$ cat src/common/rsp_pkg.sv
package rsp_pkg;

  // ****************************************
  // clock and silence timing
  // ****************************************
  localparam int CLK_FREQ_HZ = 50000000;
  localparam int GAP_W = 24;
  localparam int GAP_HALF_CHARS = 7;
  localparam int CHAR_BITS_PLAIN = 10;
  localparam int CHAR_BITS_EXT = 11;
  localparam int BAUD_TAB [6] = '{2400, 4800, 9600, 19200, 38400, 57600};
  localparam logic [2:0] BAUD_MAX_SEL = 3'h5;
  localparam logic [2:0] BAUD_DEF_SEL = 3'h2;
  localparam logic [1:0] FMT_1S_NONE = 2'h0;
  localparam logic [1:0] FMT_1S_ODD = 2'h1;
  localparam logic [1:0] FMT_1S_EVEN = 2'h2;
  localparam logic [1:0] FMT_2S_NONE = 2'h3;

  // ****************************************
  // command and exception codes
  // ****************************************
  localparam logic [7:0] CMD_READ = 8'h03;
  localparam logic [7:0] CMD_WRITE16 = 8'h06;
  localparam logic [7:0] CMD_WRITE32 = 8'h10;
  localparam logic [7:0] EXC_FLAG = 8'h80;
  localparam logic [7:0] EXC_NONE = 8'h00;
  localparam logic [7:0] EXC_CMD = 8'h01;
  localparam logic [7:0] EXC_ADDR = 8'h02;
  localparam logic [7:0] EXC_DATA = 8'h03;
  localparam logic [7:0] EXC_FAIL = 8'h04;

  // ****************************************
  // check code
  // ****************************************
  localparam logic [15:0] CRC_INIT = 16'hffff;
  localparam logic [15:0] CRC_POLY = 16'ha001;
  localparam logic [15:0] CRC_GOOD = 16'h0000;

  // ****************************************
  // address space
  // ****************************************
  localparam logic [15:0] PAR_LO = 16'h0001;
  localparam logic [15:0] PAR_HI = 16'h0d08;
  localparam logic [15:0] MON_LO = 16'h1e01;
  localparam logic [15:0] MON_HI = 16'h2010;

  // ****************************************
  // frame layout
  // ****************************************
  localparam int RX_DEPTH = 16;
  localparam int MAX_RD = 8;
  localparam logic [4:0] RX_FULL = 5'h10;
  localparam logic [4:0] MIN_LEN = 5'h04;
  localparam logic [4:0] REQ_LEN = 5'h08;
  localparam logic [4:0] WR32_LEN = 5'h0d;
  localparam logic [15:0] WR32_REGS = 16'h0002;
  localparam logic [7:0] WR32_BYTES = 8'h04;
  localparam logic [15:0] RD_MAX_REGS = 16'h0008;
  localparam int POS_STA = 0;
  localparam int POS_CMD = 1;
  localparam int POS_AH = 2;
  localparam int POS_AL = 3;
  localparam int POS_NH = 4;
  localparam int POS_NL = 5;
  localparam int POS_BC = 6;
  localparam int POS_D0 = 7;
  localparam logic [4:0] EXC_BODY_LEN = 5'h03;
  localparam logic [4:0] WR_BODY_LEN = 5'h06;
  localparam logic [4:0] RD_HDR_LEN = 5'h03;
  localparam logic [4:0] IDX_CMD = 5'h01;
  localparam logic [4:0] IDX_CODE = 5'h02;

  // ****************************************
  // types
  // ****************************************
  typedef enum logic [3:0] {
    S_RX = 4'b0001,
    S_ACC = 4'b0010,
    S_SEND = 4'b0100,
    S_DRAIN = 4'b1000
  } rsp_state_t;

  typedef logic [GAP_W-1:0] rsp_gap_tab_t [6];

  // silence limit per bit rate, rounded up to whole cycles
  function automatic rsp_gap_tab_t rsp_gap_tab(input int clk_hz,
                                               input int bits);
    rsp_gap_tab_t t;
    logic [39:0] num;
    logic [39:0] den;
    for (int k = 0; k < 6; k++) begin
      num = 40'(clk_hz) * 40'(bits) * 40'(GAP_HALF_CHARS);
      den = 40'h2 * 40'(BAUD_TAB[k]);
      t[k] = GAP_W'((num + den - 40'h1) / den);
    end
    return t;
  endfunction

endpackage

$ cat src/core/rsp_crc16.sv
`timescale 1ns/1ps
module rsp_crc16 import rsp_pkg::*; (
  // clock and reset
  input wire logic clk_sys,
  input wire logic nrst,
  // control
  input wire logic clr,
  input wire logic en,
  input wire logic [7:0] data,
  // result
  output logic [15:0] crc
);

  logic [15:0] crc_r;
  logic [15:0] crc_nxt;
  logic [15:0] c;

  // ****************************************
  // byte step
  // ****************************************
  always_comb begin
    c = crc_r ^ {8'h00, data};
    for (int i = 0; i < 8; i++) begin
      if (c[0]) begin
        c = (c >> 1) ^ CRC_POLY;
      end else begin
        c = c >> 1;
      end
    end
    crc_nxt = crc_r;
    if (clr) begin
      crc_nxt = CRC_INIT;
    end else if (en) begin
      crc_nxt = c;
    end
  end

  always_ff @(posedge clk_sys or negedge nrst) begin
    if (!nrst) begin
      crc_r <= CRC_INIT;
    end else begin
      crc_r <= crc_nxt;
    end
  end

  assign crc = crc_r;

endmodule

$ cat src/core/rsp_engine.sv
`timescale 1ns/1ps
module rsp_engine import rsp_pkg::*; #(
  parameter int CLK_HZ = CLK_FREQ_HZ
) (
  // clock and reset
  input wire logic clk_sys,
  input wire logic nrst,
  // link settings
  input wire logic [7:0] station_address_setting,
  input wire logic [2:0] bit_rate_setting,
  input wire logic [1:0] character_format_setting,
  input wire logic word_order_setting,
  // received bytes
  input wire logic rx_valid,
  input wire logic [7:0] rx_byte,
  // transmitted bytes
  output logic tx_valid,
  output logic [7:0] tx_byte,
  input wire logic tx_ready,
  input wire logic tx_idle,
  output logic tx_drive_en,
  // parameter store access
  output logic reg_req,
  output logic reg_we,
  output logic reg_wide,
  output logic [15:0] reg_addr,
  output logic [31:0] reg_wdata,
  input wire logic reg_ack,
  input wire logic reg_err,
  input wire logic [15:0] reg_rdata,
  // status
  output logic frame_drop
);

  // ****************************************
  // helpers
  // ****************************************
  function automatic logic in_par(input logic [15:0] a);
    return (a >= PAR_LO) && (a <= PAR_HI);
  endfunction

  function automatic logic in_mon(input logic [15:0] a);
    return (a >= MON_LO) && (a <= MON_HI);
  endfunction

  localparam rsp_gap_tab_t GAP_PLAIN = rsp_gap_tab(CLK_HZ, CHAR_BITS_PLAIN);
  localparam rsp_gap_tab_t GAP_EXT = rsp_gap_tab(CLK_HZ, CHAR_BITS_EXT);

  // ****************************************
  // declarations
  // ****************************************
  rsp_state_t state_r, state_nxt;
  logic [GAP_W-1:0] gap_r, gap_nxt, gap_lim;
  logic quiet_r, quiet_nxt;
  logic bad_r, bad_nxt;
  logic [4:0] len_r, len_nxt;
  logic [7:0] buf_r [RX_DEPTH];
  logic [7:0] buf_nxt [RX_DEPTH];
  logic [15:0] rd_buf_r [MAX_RD];
  logic [15:0] rd_buf_nxt [MAX_RD];
  logic [4:0] idx_r, idx_nxt;
  logic [7:0] exc_r, exc_nxt, exc_dec;
  logic pend_r, pend_nxt;
  logic tx_valid_r, tx_valid_nxt;
  logic [7:0] tx_byte_r, tx_byte_nxt;
  logic tx_dir_r, tx_dir_nxt;
  logic reg_req_r, reg_req_nxt;
  logic reg_we_r, reg_we_nxt;
  logic reg_wide_r, reg_wide_nxt;
  logic [15:0] reg_addr_r, reg_addr_nxt;
  logic [31:0] reg_wdata_r, reg_wdata_nxt;
  logic drop_r, drop_nxt;
  logic [2:0] rate_sel;
  logic reached, frame_end, rx_open;
  logic rx_crc_clr, rx_crc_en, tx_crc_clr, tx_crc_en;
  logic [15:0] rx_crc, tx_crc;
  logic [7:0] cmd;
  logic [15:0] a_start, n_regs, a_last, w0, w1;
  logic [4:0] blen, rd_off;
  logic [7:0] body;

  // ****************************************
  // check code units
  // ****************************************
  rsp_crc16 u_rx_crc (
    .clk_sys(clk_sys),
    .nrst(nrst),
    .clr(rx_crc_clr),
    .en(rx_crc_en),
    .data(rx_byte),
    .crc(rx_crc)
  );

  rsp_crc16 u_tx_crc (
    .clk_sys(clk_sys),
    .nrst(nrst),
    .clr(tx_crc_clr),
    .en(tx_crc_en),
    .data(tx_byte_r),
    .crc(tx_crc)
  );

  // ****************************************
  // frame receive and silence timing
  // ****************************************
  always_comb begin
    rate_sel = (bit_rate_setting > BAUD_MAX_SEL) ? BAUD_DEF_SEL
                                                 : bit_rate_setting;
    gap_lim = (character_format_setting == FMT_1S_NONE) ?
              GAP_PLAIN[rate_sel] : GAP_EXT[rate_sel];
    reached = (gap_r >= gap_lim);
    rx_open = (state_r == S_RX);
    frame_end = reached && !quiet_r && (len_r != 5'h00) && !rx_valid;
    gap_nxt = gap_r;
    quiet_nxt = quiet_r;
    len_nxt = len_r;
    bad_nxt = bad_r;
    buf_nxt = buf_r;
    rx_crc_clr = 1'b0;
    rx_crc_en = 1'b0;
    if (rx_valid) begin
      gap_nxt = '0;
      quiet_nxt = 1'b0;
      if (rx_open) begin
        rx_crc_en = 1'b1;
        if ((len_r == 5'h00) && !quiet_r) begin
          bad_nxt = 1'b1;
        end
        if (len_r == RX_FULL) begin
          bad_nxt = 1'b1;
        end else begin
          buf_nxt[len_r[3:0]] = rx_byte;
          len_nxt = len_r + 5'h01;
        end
      end
    end else begin
      if (!reached) begin
        gap_nxt = gap_r + GAP_W'(1);
      end
      quiet_nxt = reached;
      if (frame_end) begin
        len_nxt = 5'h00;
        bad_nxt = 1'b0;
        rx_crc_clr = 1'b1;
      end
    end
  end

  always_ff @(posedge clk_sys or negedge nrst) begin
    if (!nrst) begin
      gap_r <= '0;
      quiet_r <= 1'b0;
      len_r <= 5'h00;
      bad_r <= 1'b0;
      for (int i = 0; i < RX_DEPTH; i++) begin
        buf_r[i] <= 8'h00;
      end
    end else begin
      gap_r <= gap_nxt;
      quiet_r <= quiet_nxt;
      len_r <= len_nxt;
      bad_r <= bad_nxt;
      buf_r <= buf_nxt;
    end
  end

  // ****************************************
  // request decode
  // ****************************************
  always_comb begin
    cmd = buf_r[POS_CMD];
    a_start = {buf_r[POS_AH], buf_r[POS_AL]};
    n_regs = {buf_r[POS_NH], buf_r[POS_NL]};
    a_last = a_start + n_regs - 16'h0001;
    w0 = {buf_r[POS_D0], buf_r[POS_D0 + 1]};
    w1 = {buf_r[POS_D0 + 2], buf_r[POS_D0 + 3]};
    exc_dec = EXC_NONE;
    case (cmd)
      CMD_READ: begin
        if ((len_r != REQ_LEN) || (n_regs == 16'h0000) ||
            (n_regs > RD_MAX_REGS)) begin
          exc_dec = EXC_DATA;
        end else if (!((in_par(a_start) && in_par(a_last)) ||
                       (in_mon(a_start) && in_mon(a_last)))) begin
          exc_dec = EXC_ADDR;
        end
      end
      CMD_WRITE16: begin
        if (len_r != REQ_LEN) begin
          exc_dec = EXC_DATA;
        end else if (!in_par(a_start)) begin
          exc_dec = EXC_ADDR;
        end
      end
      CMD_WRITE32: begin
        if ((len_r != WR32_LEN) || (n_regs != WR32_REGS) ||
            (buf_r[POS_BC] != WR32_BYTES)) begin
          exc_dec = EXC_DATA;
        end else if (!(in_par(a_start) &&
                       in_par(a_start + 16'h0001))) begin
          exc_dec = EXC_ADDR;
        end
      end
      default: begin
        exc_dec = EXC_CMD;
      end
    endcase
  end

  // ****************************************
  // reply bytes
  // ****************************************
  always_comb begin
    rd_off = idx_r - RD_HDR_LEN;
    if (exc_r != EXC_NONE) begin
      blen = EXC_BODY_LEN;
      if (idx_r == IDX_CMD) begin
        body = cmd | EXC_FLAG;
      end else if (idx_r == IDX_CODE) begin
        body = exc_r;
      end else begin
        body = buf_r[POS_STA];
      end
    end else if (cmd == CMD_READ) begin
      blen = RD_HDR_LEN + {n_regs[3:0], 1'b0};
      if (idx_r < IDX_CODE) begin
        body = buf_r[idx_r[3:0]];
      end else if (idx_r == IDX_CODE) begin
        body = {3'h0, n_regs[3:0], 1'b0};
      end else if (!rd_off[0]) begin
        body = rd_buf_r[rd_off[3:1]][15:8];
      end else begin
        body = rd_buf_r[rd_off[3:1]][7:0];
      end
    end else begin
      blen = WR_BODY_LEN;
      body = buf_r[idx_r[3:0]];
    end
  end

  // ****************************************
  // control sequence
  // ****************************************
  always_comb begin
    state_nxt = state_r;
    idx_nxt = idx_r;
    exc_nxt = exc_r;
    pend_nxt = pend_r;
    rd_buf_nxt = rd_buf_r;
    tx_valid_nxt = tx_valid_r;
    tx_byte_nxt = tx_byte_r;
    tx_dir_nxt = tx_dir_r;
    reg_req_nxt = 1'b0;
    reg_we_nxt = reg_we_r;
    reg_wide_nxt = reg_wide_r;
    reg_addr_nxt = reg_addr_r;
    reg_wdata_nxt = reg_wdata_r;
    drop_nxt = 1'b0;
    tx_crc_clr = 1'b0;
    tx_crc_en = 1'b0;
    unique case (state_r)
      S_RX: begin
        if (frame_end) begin
          if ((len_r < MIN_LEN) || (rx_crc != CRC_GOOD) || bad_r) begin
            drop_nxt = 1'b1;
          end else if (buf_r[POS_STA] == station_address_setting) begin
            idx_nxt = 5'h00;
            pend_nxt = 1'b0;
            exc_nxt = exc_dec;
            tx_crc_clr = 1'b1;
            if (exc_dec != EXC_NONE) begin
              state_nxt = S_SEND;
              tx_dir_nxt = 1'b1;
            end else begin
              state_nxt = S_ACC;
            end
          end
        end
      end
      S_ACC: begin
        if (!pend_r) begin
          reg_req_nxt = 1'b1;
          pend_nxt = 1'b1;
          reg_addr_nxt = a_start + {11'h000, idx_r};
          reg_we_nxt = (cmd != CMD_READ);
          reg_wide_nxt = (cmd == CMD_WRITE32);
          if (cmd == CMD_WRITE32) begin
            reg_wdata_nxt = word_order_setting ? {w1, w0}
                                               : {w0, w1};
          end else begin
            reg_wdata_nxt = {16'h0000, n_regs};
          end
        end else if (reg_ack && !reg_req_r) begin
          pend_nxt = 1'b0;
          if (reg_err) begin
            exc_nxt = EXC_FAIL;
            idx_nxt = 5'h00;
            state_nxt = S_SEND;
            tx_dir_nxt = 1'b1;
          end else if ((cmd == CMD_READ) &&
                       ((idx_r + 5'h01) != n_regs[4:0])) begin
            rd_buf_nxt[idx_r[2:0]] = reg_rdata;
            idx_nxt = idx_r + 5'h01;
          end else begin
            rd_buf_nxt[idx_r[2:0]] = reg_rdata;
            idx_nxt = 5'h00;
            state_nxt = S_SEND;
            tx_dir_nxt = 1'b1;
          end
        end
      end
      S_SEND: begin
        if (!tx_valid_r) begin
          tx_valid_nxt = 1'b1;
          if (idx_r < blen) begin
            tx_byte_nxt = body;
          end else if (idx_r == blen) begin
            tx_byte_nxt = tx_crc[7:0];
          end else begin
            tx_byte_nxt = tx_crc[15:8];
          end
        end else if (tx_ready) begin
          tx_valid_nxt = 1'b0;
          tx_crc_en = (idx_r < blen);
          if (idx_r == blen + 5'h01) begin
            state_nxt = S_DRAIN;
          end else begin
            idx_nxt = idx_r + 5'h01;
          end
        end
      end
      S_DRAIN: begin
        if (tx_idle) begin
          tx_dir_nxt = 1'b0;
          state_nxt = S_RX;
        end
      end
      default: begin
        state_nxt = S_RX;
        tx_dir_nxt = 1'b0;
        tx_valid_nxt = 1'b0;
      end
    endcase
  end

  always_ff @(posedge clk_sys or negedge nrst) begin
    if (!nrst) begin
      state_r <= S_RX;
      idx_r <= 5'h00;
      exc_r <= EXC_NONE;
      pend_r <= 1'b0;
      for (int i = 0; i < MAX_RD; i++) begin
        rd_buf_r[i] <= 16'h0000;
      end
      tx_valid_r <= 1'b0;
      tx_byte_r <= 8'h00;
      tx_dir_r <= 1'b0;
      reg_req_r <= 1'b0;
      reg_we_r <= 1'b0;
      reg_wide_r <= 1'b0;
      reg_addr_r <= 16'h0000;
      reg_wdata_r <= 32'h00000000;
      drop_r <= 1'b0;
    end else begin
      state_r <= state_nxt;
      idx_r <= idx_nxt;
      exc_r <= exc_nxt;
      pend_r <= pend_nxt;
      rd_buf_r <= rd_buf_nxt;
      tx_valid_r <= tx_valid_nxt;
      tx_byte_r <= tx_byte_nxt;
      tx_dir_r <= tx_dir_nxt;
      reg_req_r <= reg_req_nxt;
      reg_we_r <= reg_we_nxt;
      reg_wide_r <= reg_wide_nxt;
      reg_addr_r <= reg_addr_nxt;
      reg_wdata_r <= reg_wdata_nxt;
      drop_r <= drop_nxt;
    end
  end

  // ****************************************
  // outputs
  // ****************************************
  assign tx_valid = tx_valid_r;
  assign tx_byte = tx_byte_r;
  assign tx_drive_en = tx_dir_r;
  assign reg_req = reg_req_r;
  assign reg_we = reg_we_r;
  assign reg_wide = reg_wide_r;
  assign reg_addr = reg_addr_r;
  assign reg_wdata = reg_wdata_r;
  assign frame_drop = drop_r;

endmodule

$ cat config.mk
export PLATFORM = sky130hd
export DESIGN_NAME = rsp_engine
export DESIGN_NICKNAME = d
export VERILOG_FILES = /design/src/common/rsp_pkg.sv /design/src/core/rsp_crc16.sv /design/src/core/rsp_engine.sv
export SDC_FILE = /design/constraint.sdc
export NUM_CORES = 1
export LEC_CHECK = 0
export ABC_CLOCK_PERIOD_IN_PS = 4400
export CORE_AREA = 8 8 219 221
export CTS_CLUSTER_DIAMETER = 50
export DETAILED_ROUTE_END_ITERATION = 8
export DIE_AREA = 0 0 227 229
export DONT_BUFFER_PORTS = 1
export GPL_TIMING_DRIVEN = 1
export PLACE_DENSITY = 0.72
export SLEW_MARGIN = 5
export SYNTH_ARGS = -nofsm -noshare
export SYNTH_HDL_FRONTEND = slang
export SYNTH_SLANG_ARGS = --single-unit
$ cat constraint.sdc
create_clock -name clk_sys -period 4.4 [get_ports clk_sys]
set_input_delay 0.44 -clock clk_sys [delete_from_list [all_inputs] [get_ports clk_sys]]
set_output_delay 0.44 -clock clk_sys [all_outputs]
set_load 0.01 [all_outputs]
# Word-level counts from Yosys, hierarchy flattened
# Memory sizes are Yosys's and may differ from the RTL's.
# Index checks and enable logic that the tools add are counted.
# totals
register_bits	399
latch_bits	0
mem_bits_rw	0
rom_bits	384
input_bits	45
output_inout_bits	62
word_cells	328
mem_count	2
# memory_table
name	depth	word_bits	rd	rd_ports_with_merged_regs	wr	line_no	source
(no name shown)	8	24	1	0	0	rsp_engine.sv:110	GAP_PLAIN[rate_sel] : GAP_EXT[rate_sel];
(no name shown)	8	24	1	0	0	rsp_engine.sv:110	
# op_classes
n_addsub	10
mul	0
n_div	0
n_lt_le_gt_ge	23
eq_ne	36
shift	0
mux	136
bitwise	28
reduce_logical	50
# op_table
op	n
$mux 16	23
$bwmux 128	2
$mux 24	7
$mux 8	18
$mux 5	16
$mux 32	2
$bmux 16 s3	1
$demux 16 s3	1
$ge 16x1->1 const B	3
$le 16x12->1 const B	3
$not 2->3	16
$mux 4	11
$mux 1	38
$bmux 8 s4	1
$demux 8 s4	1
$ge 16x13->1 const B	2
$le 16x14->1 const B	2
$xor 16x8->16	2
$add 24x1->24 const B	1
$ge 24x24->1	1
$ne 2x2->1 const B	12
$pmux 8 s3	1
$reduce_and 9->1	2
$add 16x1->16 const B	1
other kinds (62)	116

# Depth between registers and ports, before layout
# Gate-level depths: netlist of the first run.
# depth
word_depth	19
mapped_depth	20

# By module
# A second synthesis of the first run with hierarchy kept.
# hier_totals
cells_unflattened	1962
hier_area_um2	22193.8
# modules_own_cells
module	instances	cells_each	area_each_um2	seq_area_each_um2
rsp_engine	1	1792	20399.6	9059.9
rsp_crc16	2	85	897.1	420.4

# Worst setup path before layout of the first run
# OpenSTA, ideal clock, no wires.
# synth_path
path_type	input to register
start	in bit_rate_setting[2]
end	reg gap_r[11]
arrival_time_ns	3.550
t_required_ns	4.322
setup_slack_ns	0.772
path_stages	19
path_cell_list	clkbuf_1 -> nand2_1 -> nand2_1 -> ha_1 -> nand2_1 -> nor2_1 -> a21oi_1 -> o21ai_0 -> ha_1 -> nand2b_1 -> a21o_1 -> a211oi_1 -> o211a_1 -> o21a_1 -> o21ba_2 -> clkbuf_1 -> nand3_1 -> or3_1 -> a21oi_1
# synth_between
elab_chain_cells	9
word_cells_on_any_way	12
# synth_rtl
item	line_no	source
from (decl)	rsp_engine.sv:10	input wire logic [2:0] bit_rate_setting,
$gt 3x3->1	rsp_engine.sv:107	rate_sel = (bit_rate_setting > BAUD_MAX_SEL) ? BAUD_DEF_SEL
$mux 3 *	rsp_engine.sv:107	
$not 3->4 (implied by the code) *	rsp_engine.sv:110	
$mem_v2 8x24	--	
$mux 24 (implied by the code) (2 in series)	rsp_engine.sv:110	
$mux 24 *	rsp_engine.sv:109	gap_lim = (character_format_setting == FMT_1S_NONE) ?
$ge 24x24->1 *	rsp_engine.sv:111	reached = (gap_r >= gap_lim);
$ne 2x2->1 (no source line) *	--	
to (signal assigned)	rsp_engine.sv:159	gap_r <= gap_nxt;
to (decl)	rsp_engine.sv:53	logic [GAP_W-1:0] gap_r, gap_nxt, gap_lim;
# Every way passes the cells marked *; elsewhere a longest branch is shown, timed or not. The select of a mux whose other input is x is not followed.
# A chain may end at the register's enable or synchronous reset.

# Worst setup path after layout of the first run
# layout_path
start	reg buf_r[81] in the netlist's numbering
end	reg state_r[1]
# layout_between
elab_chain_cells	15
word_cells_on_any_way	38
# layout_rtl
item	line_no	source
from (decl)	rsp_engine.sv:57	logic [7:0] buf_r [RX_DEPTH];
from (signal assigned)	rsp_engine.sv:163	buf_r <= buf_nxt;
$add 16x16->16	rsp_engine.sv:174	a_last = a_start + n_regs - 16'h0001;
$sub 16x1->16	rsp_engine.sv:174	
$ge 16x1->1 (tied with other cells)	rsp_engine.sv:39	return (a >= PAR_LO) && (a <= PAR_HI);
$logic_and 1x1->1 (on tied branches)	rsp_engine.sv:39, rsp_engine.sv:43	
$logic_and 1x1->1 (on tied branches)	rsp_engine.sv:183, rsp_engine.sv:184	
$logic_or 1x1->1	rsp_engine.sv:183	end else if (!((in_par(a_start) && in_par(a_last)) ||
$mux 2	rsp_engine.sv:183	
$mux 2	rsp_engine.sv:180	if ((len_r != REQ_LEN) || (n_regs == 16'h0000) ||
$pmux 8 s3	rsp_engine.sv:178	case (cmd)
$reduce_bool 8->1	rsp_engine.sv:271	if (exc_dec != EXC_NONE) begin
$mux 3	rsp_engine.sv:271	
$mux 4	rsp_engine.sv:266	end else if (buf_r[POS_STA] == station_address_setting) begin
$mux 4	rsp_engine.sv:264	if ((len_r < MIN_LEN) || (rx_crc != CRC_GOOD) || bad_r) begin
$mux 4	rsp_engine.sv:263	if (frame_end) begin
$pmux 4 s4	rsp_engine.sv:261	unique case (state_r)
to (signal assigned)	rsp_engine.sv:365	state_r <= state_nxt;
to (decl)	rsp_engine.sv:52	rsp_state_t state_r, state_nxt;
# Several ways; a longest one is shown, not always the timed one. The select of a mux whose other input is x is not followed.

==> impl_metrics.json, run 1 <==
{
  "gp_congestion": 0.935,
  "tightest_slew_ns": 1.09,
  "cp_max_fo": 8,
  "synth_warnings": 0,
  "ys_ff_latch": 394,
  "rsz0062_at_grt": "false",
  "die-area_mm2": 0.0520,
  "ys.flop_type": "dfrtp_1",
  "wirelength_mm": 60.7,
  "clock-sinks": 394,
  "fin_crit_sh_pct": 91.1,
  "drv_cap": 0,
  "synth.top_cells.by_count": "dfrtp_1, mux2_2, nand2_1",
  "start_util_pct": 49.0,
  "outcome": "finished with violations",
  "synthDistinctLibCells": 77,
  "power_density_mw_per_mm2": 588,
  "cp-start-kind": "flop",
  "dp_hpwl_mm": 39.8,
  "grt_max_degree": 395,
  "route.detailed.drc": 0,
  "synth-edff-count": 0,
  "routedWlPerCell_um": 23.4,
  "core-area_mm2": 0.0447,
  "syn_area_mm2": 0.0219,
  "diodes": 0,
  "postCtsHoldBufs": 37,
  "synth_top_cell_by_area": "dfrtp_1",
  "clock_path_buffers": 3,
  "maxSlewHeadroom_pct": 27.4,
  "p_leak_nw": 11.4,
  "area_growth_pct": 12.1,
  "violations": "hold timing",
  "tritoncts": "yes",
  "holdWs_ns": -0.438,
  "critPathKind": "reg2reg",
  "first_pass_iters": 5,
  "synth_top_area_share_pct": 41.2,
  "clock_latency_ns": 0.58,
  "grt_pass1_wl_mm": 94.5,
  "vias_per_cell": 6.08,
  "required_ns": 4.86,
  "syn_area_per_cell_um2": 11.2,
  "hold_class": "in2async",
  "ys_seq_area_share_pct": 45.2,
  "tns_ns": 0,
  "syn_inst": 1954,
  "cts-root-buf": "clkbuf_16",
  "max_clock_freq_ghz": 0.250,
  "io_buffers": 0,
  "ios": 107,
  "yosysMostFrequentCell": "dfrtp_1",
  "postCtsSetupRepairBufs": 0,
  "nFillCells": 3756,
  "final_nets": 2085,
  "drtAntennaViolNets": 0,
  "num_rows": 78,
  "arrival_ns": 4.46,
  "antenna_found_initial": 0,
  "finalHoldViolCount": 361,
  "grt_pass1_vias": 15877,
  "async_reset_ff_share_pct": 100,
  "grt_overflow": 0,
  "drt_iter0_markers": 1558,
  "vias": 15779,
  "post_cts_resized": 0,
  "worst_setup_path_end_kind": "flop",
  "htreeDepth": 2,
  "setup_violations": 0,
  "numCtsBuffers": 45,
  "die_h_um": 229,
  "grt_usage_pct": 23.1,
  "clk_pin_slew_ns": 0.07,
  "skew_ns": 0.0156,
  "synth.area.top_cells": "dfrtp_1, mux2_2, mux4_2, ha_1, dfstp_2",
  "die_w_um": 227,
  "drive_above_1_share_pct": 23.7,
  "min_period_ns": 4.01,
  "peakVddDrop_v": 0.000332,
  "drv_slew": 0,
  "syn_nets": 2077,
  "post-route-util_pct": 54.9
}
[power breakdown]
part	switching (mW)	internal, mW	total, mW
clock network	1.59	2.47	4.05
logic	2.83	2.40	5.22
registers	0.860	4.29	5.15
total	5.27	9.15	14.4
[cells in the final DEF (no fill, tap or decap), types with 13 or more instances in the layout]
| cell | instances |
|---|---|
| nand2_1 | 177 |
| xor2_1 | 39 |
| nor3_1 | 30 |
| nor2b_1 | 15 |
| o31ai_1 | 26 |
| dlygate4sd3_1 | 48 |
| dfstp_2 | 33 |
| clkbuf_16 | 46 |
| nor4_1 | 19 |
| xnor2_1 | 74 |
| a21oi_1 | 75 |
| nand4_1 | 17 |
| dfrtp_1 | 360 |
| nor2_1 | 119 |
| a21o_1 | 17 |
| inv_1 | 81 |
| mux2i_1 | 67 |
| nand3_1 | 35 |
| ha_1 | 75 |
| buf_4 | 22 |
| nand2b_1 | 13 |
| mux4_2 | 65 |
| mux2_2 | 259 |
| and3_1 | 13 |
| o21ai_0 | 80 |
[metal layers]
metal / track usage (%) / share of wire, % / vias up
met3: 6.25 / 8.9 / 139
met4: 10.0 / 4.5 / 0
met2: 34.0 / 44 / 620
met5: 0 / 0 / -
met1: 31.9 / 43 / 7981
li1: - / - / 7039
[path summary, 6_finish.rpt]
path	startpoint	endpoint	slack, ns	cells past startpoint
min in group clk_sys	rx_byte[7]	buf_r[15]	0.02	1
worst min-delay path	nrst	rd_buf_r[105]	-0.44	0
worst max-delay path	buf_r[81]	state_r[1]	0.39	16
max in group asynchronous	nrst	frame_drop	3.96	0
worst min register to register	u_rx_crc.crc[9]	u_rx_crc.crc[1]	0.50	2
worst max register to register	buf_r[81]	state_r[1]	0.39	16
[area by class of cell]
cell class / count / area (µm²) / area share [%]
Tap cell: 600 / 751 / 3.06
Multi-Input combinational cell: 1368 / 11300 / 46.0
Clock buffer: 59 / 1270 / 5.17
Clock inverter: 23 / 345 / 1.41
Timing Repair Buffer: 72 / 686 / 2.79
Sequential cell: 394 / 9900 / 40.3
Inverter: 81 / 304 / 1.24
[flip-flops by register name, summed over array words and instances, names as in the netlist, 16 cells and up]
signal	flops
reg_addr	16
gap_r	24
u_tx_crc.crc	16
u_rx_crc.crc	16
reg_wdata	32
a_start	16
buf_r	104
rd_buf_r	128
[worst max-delay path, cell delays in order, from the launching register on]
cell	delay [ns]
dfrtp_1	0.49
inv_1	0.15
ha_1	0.32
inv_1	0.06
ha_1	0.19
inv_1	0.07
fa_1	0.41
nand2b_1	0.19
a21oi_1	0.27
o21ai_0	0.21
and3b_1	0.24
a2111oi_0	0.39
o21a_1	0.18
o32a_1	0.15
o22ai_2	0.12
and3_1	0.20
mux2_2	0.25
[cell families after synthesis]
| kind of cell | synth area share, % |
|---|---|
| adder cells (fa/ha/maj) | 4.52 |
| buffers and inverters | 3.34 |
| AO/OA/AOI/OAI | 8.87 |
| flip-flops | 45.2 |
| multiplexers | 23.1 |
| XOR/XNOR | 4.56 |
| AND/OR/NAND/NOR | 10.5 |
[through the flow]
stage          instances  instance area (µm²)  power (mW)  hold slack, ns  setup WS [ns]
6_report            2597                24600        14.4          -0.438          0.393
5_1_grt             2597                24600        15.2          -0.461         0.0715
4_1_cts             2586                24400        14.4          -0.456          0.458
3_5_place_dp        2467                22500        10.2           0.160          0.471
3_3_place_gp        2467                22500        10.1           0.161          0.631
2_1_floorplan       1954                21900        8.84           0.144          0.772
(Power assumes the default switching activity.)
==> inputs of run 2 (changes only) <==
--- a/config.mk
+++ b/config.mk
@@ -7,6 +7,7 @@
 export LEC_CHECK = 0
 export ABC_CLOCK_PERIOD_IN_PS = 4400
 export CORE_AREA = 8 8 219 221
+export CTS_BUF_LIST = sky130_fd_sc_hd__clkbuf_16
 export CTS_CLUSTER_DIAMETER = 50
 export DETAILED_ROUTE_END_ITERATION = 8
 export DIE_AREA = 0 0 227 229
==> impl_metrics.json, run 2 (synthesized netlist as in run 1, its figures left out) <==
{
  "layout_commonest_cell": "dfrtp_1",
  "ios": 107,
  "final_nets": 2084,
  "clock_latency_ns": 0.59,
  "largest_reg_flops": 128,
  "htreeDepth": 2,
  "largest_register": "rd_buf_r",
  "finalHoldViolCount": 378,
  "critPathKind": "reg2reg",
  "multiInputGateArea_mm2": 0.0113,
  "vias": 15798,
  "clk_pin_slew_ns": 0.07,
  "area_growth_pct": 11.7,
  "final_area_mm2": 0.0245,
  "layout_common_cells": "dfrtp_1, mux2_2, nand2_1",
  "switching_share_pct": 36.9,
  "vias_per_cell": 6.09,
  "grt_pass1_wl_mm": 94.3,
  "min_period_ns": 3.99,
  "met2_usage_pct": 33.9,
  "dp_hpwl_mm": 39.8,
  "drive_above_1_share_pct": 23.4,
  "die-area_mm2": 0.0520,
  "grt_overflow": 0,
  "met1_usage_pct": 31.9,
  "final-seq-area_mm2": 0.00990,
  "tns_ns": 0,
  "clock_path_buffers": 3,
  "placed_area_mm2": 0.0225,
  "outcome": "finished with violations",
  "num_rows": 78,
  "rsz0062_at_grt": "false",
  "wirelength_mm": 60.8,
  "arrival_ns": 4.45,
  "grt_pass1_vias": 15847,
  "core-area_mm2": 0.0447,
  "cts-root-buf": "clkbuf_16",
  "tritoncts": "yes",
  "route.detailed.drc": 0,
  "routedWlPerCell_um": 23.4,
  "drtAntennaViolNets": 0,
  "first_pass_iters": 5,
  "holdWs_ns": -0.445,
  "antenna_found_initial": 1,
  "required_ns": 4.86,
  "net-switching-power_mw": 5.28,
  "drv_cap": 0,
  "peakVddDrop_v": 0.000327,
  "drt_iter0_markers": 1477,
  "gp_congestion": 0.935,
  "io_buffers": 0,
  "p_leak_nw": 11.4,
  "nFillCells": 3752,
  "drv_slew": 0,
  "clock-sinks": 394,
  "fin_crit_sh_pct": 90.6,
  "maxSlewHeadroom_pct": 23.6,
  "setup_violations": 0,
  "power.internal_mw": 9.01,
  "power_density_mw_per_mm2": 584,
  "busiest_layer": "met2",
  "grt_max_degree": 395,
  "clkPwrFrac_pct": 27.4,
  "diodes": 0,
  "cp_max_fo": 8,
  "met3_usage_pct": 6.13,
  "max_clock_freq_ghz": 0.251,
  "post_cts_resized": 0,
  "violations": "hold timing",
  "skew_ns": 0.0206,
  "worst_setup_path_end_kind": "flop",
  "start_util_pct": 49.0,
  "p_comb_share_pct": 36.5,
  "grt_usage_pct": 23.1,
  "hold_class": "in2async",
  "numCtsBuffers": 45,
  "tightest_slew_ns": 1.15,
  "p_seq_share_pct": 36.0,
  "cp-start-kind": "flop",
  "die_h_um": 229,
  "die_w_um": 227
}
[run 2: final timing paths]
path | start | to | slack [ns] | cells after the start
worst max register to register | buf_r[81] | state_r[1] | 0.41 | 16
worst min register to register | u_rx_crc.crc[9] | u_rx_crc.crc[1] | 0.50 | 2
min in group clk_sys | reg_rdata[6] | rd_buf_r[102] | 0.01 | 1
worst min-delay path | nrst | rd_buf_r[105] | -0.45 | 0
max in group asynchronous | nrst | buf_r[64] | 3.91 | 0
worst max-delay path | buf_r[81] | state_r[1] | 0.41 | 16
[run 2: worst max-delay path, cell delays in order (launching register included)]
cell,delay [ns]
dfrtp_1,0.49
inv_1,0.14
ha_1,0.32
inv_1,0.06
ha_1,0.19
inv_1,0.07
fa_1,0.40
nand2b_1,0.19
a21oi_1,0.28
o21ai_0,0.21
and3b_1,0.23
a2111oi_0,0.38
o21a_1,0.18
o32a_1,0.15
o22ai_2,0.11
and3_1,0.20
mux2_2,0.25
[run 2: repair_timing]
action	4_1_cts	5_1_grt
hold buffers	36	11
endpoints found under the hold margin	539	405
setup buffers	0	0
[run 2: through the flow]
| stage | utilization, % | setup slack, ns | cells | power (mW) |
|---|---|---|---|---|
| 5_1_grt | 54.8 | 0.0715 | 2596 | 15.0 |
| 4_1_cts | 54.5 | 0.458 | 2585 | 14.2 |
| 2_1_floorplan | - | 0.772 | 1954 | 8.84 |
| 3_5_place_dp | 50.2 | 0.471 | 2467 | 10.2 |
| 3_3_place_gp | 50.2 | 0.631 | 2467 | 10.1 |
| 6_report | 54.8 | 0.413 | 2596 | 14.3 |
[run 2: per-layer routing]
metal  vias up  wire length [µm]
li1       7040                 -
met1      8008             26000
met2       598             26700
met3       150              5260
met4         2              2810
met5         -                12
[run 2: power by group through the flow]
stage / sequential [mW] / clock, mW / combinational (mW)
6_report: 5.15 / 3.92 / 5.22
5_1_grt: 5.21 / 4.13 / 5.70
4_1_cts: 5.10 / 3.96 / 5.14
3_5_place_dp: 5.16 / 0 / 5.05
3_3_place_gp: 5.13 / 0 / 4.95
2_1_floorplan: 4.78 / 0 / 4.06
[run 2: cell type report]
class | count | share of cell area [%]
multi-input cells | 1368 | 46.2
flip-flops and latches | 394 | 40.5
clock buffers | 46 | 4.70
well taps | 600 | 3.07
repair buffers | 71 | 2.76
clock inverters | 36 | 1.61
inverters | 81 | 1.24
==> inputs of run 3 (changes only) <==
--- a/config.mk
+++ b/config.mk
@@ -6,14 +6,14 @@
 export NUM_CORES = 1
 export LEC_CHECK = 0
 export ABC_CLOCK_PERIOD_IN_PS = 4400
-export CORE_AREA = 8 8 219 221
+export CORE_AREA = 8 8 306 308
 export CTS_BUF_LIST = sky130_fd_sc_hd__clkbuf_16
 export CTS_CLUSTER_DIAMETER = 50
 export DETAILED_ROUTE_END_ITERATION = 8
-export DIE_AREA = 0 0 227 229
+export DIE_AREA = 0 0 314 316
 export DONT_BUFFER_PORTS = 1
 export GPL_TIMING_DRIVEN = 1
-export PLACE_DENSITY = 0.72
+export PLACE_DENSITY = 0.46
 export SLEW_MARGIN = 5
 export SYNTH_ARGS = -nofsm -noshare
 export SYNTH_HDL_FRONTEND = slang
==> impl_metrics.json, run 3 (synthesized netlist as in run 1, its figures left out) <==
{
  "outcome": "finished with violations",
  "violations": "hold timing",
  "htreeDepth": 2,
  "largest_register": "rd_buf_r",
  "tns_ns": 0,
  "die_h_um": 316,
  "num_rows": 110,
  "grt_overflow": 0,
  "grt_usage_pct": 13.3,
  "finalHoldViolCount": 361,
  "drive_above_1_share_pct": 24.2,
  "grt_max_degree": 395,
  "clock-sinks": 394,
  "reg2reg_to": "state_r[1]",
  "gp_congestion": 0.881,
  "drv_cap": 0,
  "setup_violations": 0,
  "critPathKind": "reg2reg",
  "worst_setup_path_end_kind": "flop",
  "vias_per_cell": 4.87,
  "clock_latency_ns": 0.61,
  "drt_iter0_markers": 1120,
  "rsz0062_at_grt": "false",
  "min_period_ns": 3.91,
  "crit_family": "compound AO/OA/AOI/OAI gates",
  "io_buffers": 0,
  "nFillCells": 9187,
  "antenna_found_initial": 2,
  "clock_path_buffers": 3,
  "cp_num_cells": 16,
  "wirelength_mm": 67.2,
  "drv_slew": 0,
  "peakVddDrop_v": 0.000320,
  "largest_reg_flops": 128,
  "grt_pass1_wl_mm": 103,
  "crit_end": "state_r[1]",
  "ios": 107,
  "core-area_mm2": 0.0890,
  "crit_top_cell": "inv_1",
  "cts-root-buf": "clkbuf_16",
  "postCtsHoldBufs": 27,
  "arrival_ns": 4.36,
  "r2r_start": "buf_r[80]",
  "start_util_pct": 24.6,
  "clk_pin_slew_ns": 0.06,
  "grt_pass1_vias": 15792,
  "crit_chain": "inv_1, ha_1, inv_1, ha_1, inv_1, fa_1, nand2b_1, a21oi_1, o21ai_0, a311oi_1, o21ai_0, a32oi_1, o32a_1, o22ai_2, and3_1, mux2_2",
  "power_density_mw_per_mm2": 577,
  "hold_class": "in2async",
  "first_pass_iters": 5,
  "tightest_slew_ns": 1.42,
  "critical_path.slowest_cell": "dfrtp_1",
  "holdWs_ns": -0.415,
  "slowest_delay_ns": 0.50,
  "final_nets": 2081,
  "startpoint": "buf_r[80]",
  "routedWlPerCell_um": 21.2,
  "maxSlewHeadroom_pct": 5.06,
  "drtAntennaViolNets": 0,
  "max_clock_freq_ghz": 0.256,
  "skew_ns": 0.0536,
  "reg2reg_slack_ns": 0.49,
  "die-area_mm2": 0.0992,
  "cp_max_fo": 8,
  "cp-start-kind": "flop",
  "layout_commonest_cell": "dfrtp_1",
  "dp_hpwl_mm": 46.4,
  "area_growth_pct": 15.1,
  "crit_buf_inv": 3,
  "route.detailed.drc": 0,
  "vias": 15469,
  "fin_crit_sh_pct": 88.9,
  "layout_common_cells": "dfrtp_1, mux2_2, nand2_1",
  "die_w_um": 314,
  "required_ns": 4.85,
  "p_leak_nw": 11.4,
  "tritoncts": "yes",
  "r2r_cells": 16,
  "numCtsBuffers": 53,
  "postCtsSetupRepairBufs": 0
}
-- run 3: cell type report --
type	instances	area, µm²	share of cell area [%]
diodes	1	2.50	0.00993
repair buffers	60	543	2.15
inverters	81	304	1.21
clock inverters	43	360	1.43
multi-input cells	1368	11300	44.8
clock buffers	53	1330	5.26
flip-flops and latches	394	9900	39.3
well taps	1176	1470	5.84
-- run 3: worst min-delay path by stage --
stage | start | end | slack (ns) | cells past startpoint
6_report | nrst | rd_buf_r[89] | -0.42 | 0
5_1_grt | nrst | rd_buf_r[25] | -0.47 | 0
4_1_cts | nrst | rd_buf_r[121] | -0.47 | 0
3_5_place_dp | nrst | rd_buf_r[121] | 0.19 | 0
3_3_place_gp | nrst | rd_buf_r[73] | 0.19 | 0
2_1_floorplan | nrst | a_start[0] | 0.14 | 0
-- run 3: metal layers --
| layer | share of wire (%) | GRT usage [%] | vias to the layer above |
|---|---|---|---|
| li1 | - | - | 7069 |
| met1 | 45 | 17.7 | 7892 |
| met2 | 48 | 21.9 | 393 |
| met3 | 4.1 | 2.04 | 113 |
| met4 | 3.2 | 4.53 | 2 |
| met5 | 0.019 | 0 | - |
-- run 3: where the power goes --
| part | total, mW | switching, mW | internal [mW] | leakage [nW] |
|---|---|---|---|---|
| Combinational | 5.22 | 2.84 | 2.38 | 5.50 |
| Clock | 4.13 | 1.69 | 2.43 | 0.826 |
| Sequential | 5.19 | 0.898 | 4.29 | 5.06 |
-- run 3: per-stage QoR --
step	area (µm²)	utilization, %	worst slack, ns	instances	power (mW)
floorplan	21900	-	0.772	1954	8.84
CTS	25200	28.3	0.508	3175	14.7
detailed placement	23200	26.1	0.497	3052	10.4
global route	25200	28.3	0.155	3175	15.4
finish	25200	28.3	0.489	3176	14.5
global placement	23200	26.1	0.670	3052	10.3
-- run 3: repair_timing --
item / CTS / global route
hold endpoints to repair: 672 / 388
gates resized for setup: 0 / 0
endpoints found under the setup margin: 0 / 0
